<file path="config.mk">
export PLATFORM = sky130hd
export DESIGN_NAME = csa_regs
export DESIGN_NICKNAME = d
export VERILOG_FILES = /design/src/rtl/csa_pkg.sv /design/src/rtl/csa_alarm_ch.sv /design/src/rtl/csa_regs.sv
export SDC_FILE = /design/constraint.sdc
export NUM_CORES = 1
export LEC_CHECK = 0
export ABC_CLOCK_PERIOD_IN_PS = 7100
export CORE_ASPECT_RATIO = 1.25
export CORE_MARGIN = 2
export CORE_UTILIZATION = 49
export DETAILED_ROUTE_END_ITERATION = 16
export DONT_BUFFER_PORTS = 1
export HOLD_SLACK_MARGIN = 0.15
export PLACE_DENSITY = 0.72
export RECOVER_POWER = 100
export SLEW_MARGIN = 20
export SYNTH_ARGS = -nofsm -noshare
export SYNTH_HDL_FRONTEND = slang
export SYNTH_HIERARCHICAL = 1
export SYNTH_SLANG_ARGS = --single-unit
</file>
<file path="constraint.sdc">
create_clock -name clk_sys -period 7.1 [get_ports clk_sys]
set_input_delay 2.13 -clock clk_sys [delete_from_list [all_inputs] [get_ports clk_sys]]
set_output_delay 2.13 -clock clk_sys [all_outputs]
set_load 0.01 [all_outputs]
</file>
<file path="src/rtl/csa_pkg.sv">
package csa_pkg;
	localparam int unsigned ADDR_W = 16;
	localparam int unsigned DATA_W = 16;
	localparam int unsigned NUM_ALARMS = 4;
	localparam int unsigned NUM_CH = 2;
	localparam int unsigned CH_STRIDE = 3;
	// register addresses of the two channel groups
	localparam logic [15:0] ADDR_CH3_PROCESS_VALUE = 16'hA1DF;
	localparam logic [15:0] ADDR_CH3_COND = 16'hA1E0;
	localparam logic [15:0] ADDR_CH3_ALARM = 16'hA1E1;
	localparam logic [15:0] ADDR_CH4_PROCESS_VALUE = 16'hA1E2;
	localparam logic [15:0] ADDR_CH4_COND = 16'hA1E3;
	localparam logic [15:0] ADDR_CH4_ALARM = 16'hA1E4;
	// alarm word layout: nibble n = {spare, ack, ack_required, active}
	localparam int unsigned ALM_NIBBLE = 4;
	localparam int unsigned ALM_ACTIVE_BIT = 0;
	localparam int unsigned ALM_REQ_BIT = 1;
	localparam int unsigned ALM_ACK_BIT = 2;
	localparam logic [15:0] READ_ZERO = 16'h0000;
	localparam logic [3:0] COND_W_ZERO = 4'h0;

	typedef enum logic [15:0] {
		CSA_GOOD_VALUE = 16'h0000,
		CSA_CHANNEL_OFF = 16'h0001,
		CSA_OVER_RANGE = 16'h0002,
		CSA_UNDER_RANGE = 16'h0003,
		CSA_HARDWARE_ERROR = 16'h0004,
		CSA_RANGING_ERROR = 16'h0005,
		CSA_OVERFLOW = 16'h0006,
		CSA_BAD_VALUE = 16'h0007,
		CSA_NO_DATA = 16'h0008
	} csa_cond_e;

	// measurement side view of one channel
	typedef struct packed {
		logic [15:0] process_value;
		csa_cond_e   condition;
		logic [3:0]  alarm_active;
		logic [3:0]  alarm_raise;
	} csa_chan_s;

	// register access request from the slave protocol engine
	typedef struct packed {
		logic        rd;
		logic        wr;
		logic [15:0] addr;
		logic [15:0] wdata;
	} csa_req_s;
endpackage

</file>
<file path="src/rtl/csa_alarm_ch.sv">
`timescale 1ns/1ns
module csa_alarm_ch
	import csa_pkg::*;
#(
	parameter int unsigned N = 4
) (
	input  wire logic         clk_sys,
	input  wire logic         reset,
	input  wire logic         clk_en,
	input  wire logic [N-1:0] alarm_raise,
	input  wire logic [N-1:0] ack_pulse,
	output logic [N-1:0]      ack_required
);
	logic [N-1:0] req_ff;
	logic [N-1:0] nxt_req;

	// a fresh raise in the ack cycle wins, so a new event is not lost; a raise while clk_en is low is dropped
	always_comb begin
		nxt_req = (req_ff & ~ack_pulse) | alarm_raise;
	end

	always_ff @(posedge clk_sys or posedge reset) begin
		if (reset) begin
			req_ff <= '0;
		end else if (clk_en) begin
			req_ff <= nxt_req;
		end
	end

	assign ack_required = req_ff;
endmodule

</file>
<file path="src/rtl/csa_regs.sv">
`timescale 1ns/1ns
// Function
// - The condition word reads the channel's status as an enumerated code 0 to 8.
// - Alarm active flags read at bits 0, 4, 8 and 12 of the alarm word, read only.
// - Ack-required flags read at bits 1, 5, 9 and 13 of the alarm word, read only.
// - Writing one to bit 2, 6, 10 or 14 acknowledges alarm 1, 2, 3 or 4.
// - Each channel group starts with its scaled 16-bit process value, channel 3 at A1DF.
module csa_regs
	import csa_pkg::*;
#(
	parameter int unsigned CHANNELS = NUM_CH,
	parameter int unsigned ALARMS   = NUM_ALARMS
) (
	input  wire logic         clk_sys,
	input  wire logic         reset,
	input  wire logic         clk_en,
	input  wire csa_chan_s    chan3,
	input  wire csa_chan_s    chan4,
	input  wire csa_req_s     req,
	output logic [15:0]       rdata,
	output logic              rvalid,
	output logic              addr_hit,
	output logic [ALARMS-1:0] ack3_pulse,
	output logic [ALARMS-1:0] ack4_pulse
);
	logic [ALARMS-1:0] req3;
	logic [ALARMS-1:0] req4;
	logic [15:0]       alarm3;
	logic [15:0]       alarm4;
	logic [15:0]       rdata_ff;
	logic [15:0]       nxt_rdata;
	logic              rvalid_ff;
	logic              nxt_rvalid;
	logic [ALARMS-1:0] ack3;
	logic [ALARMS-1:0] ack4;
	logic              hit;

	// pick the write-one ack bits out of the written word
	function automatic logic [NUM_ALARMS-1:0] ack_bits(input logic [15:0] w);
		logic [NUM_ALARMS-1:0] a;
		a = '0;
		for (int i = 0; i < NUM_ALARMS; i++) begin
			a[i] = w[i*ALM_NIBBLE+ALM_ACK_BIT];
		end
		return a;
	endfunction

	// assemble an alarm word; ack bits read zero as they are strobes, spares zero
	function automatic logic [15:0] pack_alarm(input logic [NUM_ALARMS-1:0] act,
		input logic [NUM_ALARMS-1:0] rq);
		logic [15:0] w;
		w = READ_ZERO;
		for (int i = 0; i < NUM_ALARMS; i++) begin
			w[i*ALM_NIBBLE+ALM_ACTIVE_BIT] = act[i];
			w[i*ALM_NIBBLE+ALM_REQ_BIT]    = rq[i];
		end
		return w;
	endfunction

	// ack strobes, one cycle, only for a write to the matching alarm word
	always_comb begin
		ack3 = '0;
		ack4 = '0;
		if (req.wr && clk_en) begin
			if (req.addr == ADDR_CH3_ALARM) begin
				ack3 = ack_bits(req.wdata);
			end else if (req.addr == ADDR_CH4_ALARM) begin
				ack4 = ack_bits(req.wdata);
			end
		end
	end

	csa_alarm_ch #(
		.N(ALARMS)
	) u_alarm3 (
		.clk_sys      (clk_sys),
		.reset        (reset),
		.clk_en       (clk_en),
		.alarm_raise  (chan3.alarm_raise),
		.ack_pulse    (ack3),
		.ack_required (req3)
	);

	csa_alarm_ch #(
		.N(ALARMS)
	) u_alarm4 (
		.clk_sys      (clk_sys),
		.reset        (reset),
		.clk_en       (clk_en),
		.alarm_raise  (chan4.alarm_raise),
		.ack_pulse    (ack4),
		.ack_required (req4)
	);

	assign alarm3 = pack_alarm(chan3.alarm_active, req3);
	assign alarm4 = pack_alarm(chan4.alarm_active, req4);

	// read decode; unmapped addresses answer zero with addr_hit low
	always_comb begin
		nxt_rdata = READ_ZERO;
		hit = 1'b1;
		if (req.addr == ADDR_CH3_PROCESS_VALUE) begin
			nxt_rdata = chan3.process_value;
		end else if (req.addr == ADDR_CH3_COND) begin
			nxt_rdata = chan3.condition;
		end else if (req.addr == ADDR_CH3_ALARM) begin
			nxt_rdata = alarm3;
		end else if (req.addr == ADDR_CH4_PROCESS_VALUE) begin
			nxt_rdata = chan4.process_value;
		end else if (req.addr == ADDR_CH4_COND) begin
			nxt_rdata = chan4.condition;
		end else if (req.addr == ADDR_CH4_ALARM) begin
			nxt_rdata = alarm4;
		end else begin
			hit = 1'b0;
		end
		if (!req.rd) begin
			nxt_rdata = rdata_ff;
		end
		nxt_rvalid = req.rd;
	end

	// read data registered so the master sees a stable word
	always_ff @(posedge clk_sys or posedge reset) begin
		if (reset) begin
			rdata_ff  <= READ_ZERO;
			rvalid_ff <= 1'b0;
		end else if (clk_en) begin
			rdata_ff  <= nxt_rdata;
			rvalid_ff <= nxt_rvalid;
		end
	end

	assign rdata      = rdata_ff;
	assign rvalid     = rvalid_ff;
	assign addr_hit   = hit;
	assign ack3_pulse = ack3;
	assign ack4_pulse = ack4;
endmodule

</file>
==> out/metrics.cfg <==
[worst_hold_path]
hp-class=reg2reg

[routing]
wl_met3_um=443
highest_layer=met4
wl_met1_um=2030
num_vias=1698
drcViolationCount=0
met2WireLength_um=2900
wl_per_cell_um=22.4
drt_first_iter_violations=67
ant_nets=0
drt-pass1-iter-count=4
vias_per_cell=6.93
drt-total-wl_um=5490

[floorplan]
core_area_mm2=0.00375
initial_core_util_pct=50.9
fp.dieArea_mm2=0.00441
fp.dieW_um=59.8
io_pins=143
die_h_um=73.8
num_rows=25

[clocking]
cts.sinks=25
cts_tree=yes
cts_setup_buffers=0
post_cts_resized=0
cts_buffers=3
clockBufferDepth=2
hold_buffers=0
path_clk_slew_ps=100
worstSkewPairLatency_ps=270
htree_levels=1
clockRootBuffer=clkbuf_8

[synthesis]
synth-compound-area-share_pct=23.7
synthSimpleGateAreaFrac_pct=27.2
yosysWarnings=6
synth_xor_area_share_pct=0
synth-main-ff-cell=dfrtp_1
synth_top_family_by_area=simple AND/OR/NAND/NOR gates
yosysUniqueCellTypes=41
syn_inst=217
synth_edf_count=0
syn-num-nets=334
yosys_register_bits=25
syn_avg_cell_area_um2=8.80
syn_area_mm2=0.00191
muxShareOfSynthArea_pct=8.98
synth_fa_ha_area_share_pct=0
async_flop_share_pct=100
ys_seq_area_share_pct=32.8

[power_and_ir_drop]
cellLeakagePower_nw=0.771
ir_drop_mv=0.139
powerDensity_mw_per_mm2=153
finalPower_mw=0.290

[timing]
hold_viol=0
setup_slack_ps=990
fin_crit_ps=6110
max_slew.worst_pin.slew_ps=1020
slew_headroom_pct=31.8
setup_viol=0
rsz0062_at_grt=no
fin_crit_sh_pct=86.1
tns_ps=0
report.final.slew_viol_count=0
fmax_mhz=164
fin_worst_skew_ps=5.08

[setup_path]
end_kind=output pin
crit_path_start_kind=primary input
critical_path.max_fanout=11
crit_family=simple AND/OR/NAND/NOR gates
cpMaxStageDelayCell=or3b_1
arrival_ps=3980
critical_path_buf_inv_count=0
path_class=in2out
critPathRequiredTime_ps=4970
crit_path_cell_trace=or3b_1, or3_1, nor3_1, and3_1, and2_0
slowest_delay_ps=590

[place]
io_buffers=0
dpl_cell_area_mm2=0.00187
hpwlAfterDp_um=4280
dp_slack_ps=1040
gp_congestion=0.845

[global_routing]
grt_start_max_net_pins=43
grt_pass1_vias=1660
grt_util_all_layers_pct=25.1
grt_pass1_wl_um=8110
overflow=0
antenna_found_initial=0

[final_layout]
drive_above_1_share_pct=3.41
fin_area_mm2=0.00189
num_antenna_cells=0
syn2layout_area_growth_pct=-0.918
nNetsFinal=323
nFillCells=369

[flow_run]
drv_cap=0

[outcome]
outcome=complete, no violations

==> state kept, by name, summed over array words and instances (netlist names) <==
register               flops
rdata                     16
u_alarm3/ack_required      4
u_alarm4/ack_required      4
rvalid                     1
==> cells in the final DEF (no fill, tap or decap), types with 7 or more instances in the layout <==
master    netlist  final
a22o_1          9      9
dfrtp_1        25     25
nand2_1        19     19
and2_0          0      8
o221ai_1        7      7
a21oi_1        11     11
mux2i_1        16     16
inv_1          12     12
nor2_1         23     24
o21ai_0        10     10
a221oi_1        7      7
nand4b_1        6      7
==> routing by layer <==
layer,global-route usage [%],vias up
li1,-,793
met1,28.8,799
met2,45.2,95
met3,5.11,11
met4,8.64,0
met5,0,-
==> stage by stage <==
stage	cells	hold slack, ps	utilization (%)
floorplan	217	457	-
detailed placement	241	482	49.8
global placement	241	482	49.8
CTS	245	511	51.1
global route	245	539	50.4
finish	245	509	50.4
==> report_power, final <==
part	leakage, nW	total (mW)	internal [mW]	switching (mW)
logic	0.468	0.0399	0.0189	0.0210
clock network	0.0217	0.0881	0.0398	0.0483
registers	0.281	0.162	0.151	0.0110
==> synthesized netlist by cell type, drive strengths merged, types with 5 or more instances <==
| master | count | share of area [%] |
|---|---|---|
| a21oi | 11 | 2.9 |
| o211ai | 6 | 2.4 |
| nand4b | 7 | 4.0 |
| nor3 | 5 | 1.9 |
| and2 | 8 | 2.6 |
| clkbuf | 6 | 1.2 |
| o21ai | 10 | 2.6 |
| buf | 11 | 3.9 |
| nand2 | 19 | 3.7 |
| inv | 12 | 2.4 |
| o311a | 6 | 3.1 |
| a22o | 9 | 4.1 |
| o221ai | 7 | 3.2 |
| dfrtp | 25 | 33 |
| nor2 | 24 | 4.8 |
| or4bb | 6 | 3.5 |
| mux2i | 16 | 8.4 |
| a221oi | 7 | 3.2 |
==> kinds of logic after synthesis <==
| kind of cell | after synthesis |
|---|---|
| flip-flops | 25 |
| AND/OR/NAND/NOR | 85 |
| buffers and inverters | 29 |
| multiplexers | 17 |
| AO/OA/AOI/OAI | 61 |
==> path summary, 6_finish.rpt <==
| path | start | endpoint | slack [ps] | cells after the start |
|---|---|---|---|---|
| worst max-delay path | req[19] | ack3_pulse[1] | 990 | 5 |
| worst min register to register | u_alarm3/ack_required[0] | u_alarm3/ack_required[0] | 510 | 1 |
| worst min-delay path | u_alarm3/ack_required[0] | u_alarm3/ack_required[0] | 510 | 1 |
| worst max register to register | u_alarm4/ack_required[1] | rdata[5] | 5600 | 5 |
| min in group asynchronous | reset | u_alarm3/ack_required[2] | 1610 | 1 |
| max in group asynchronous | reset | rvalid | 4830 | 1 |
==> layout make-up <==
cell class                 count  area [µm²]  share of cell area (%)
tap                           40        50.0                    2.65
inverter                      12        45.0                    2.38
clock buffer                   3        41.3                    2.18
multi-input combinational    163        1110                    58.9
timing repair buffer           1        7.51                   0.397
clock inverter                 1        7.51                   0.397
sequential                    25         626                    33.1
No activity file was read; power rests on OpenSTA's default activity.
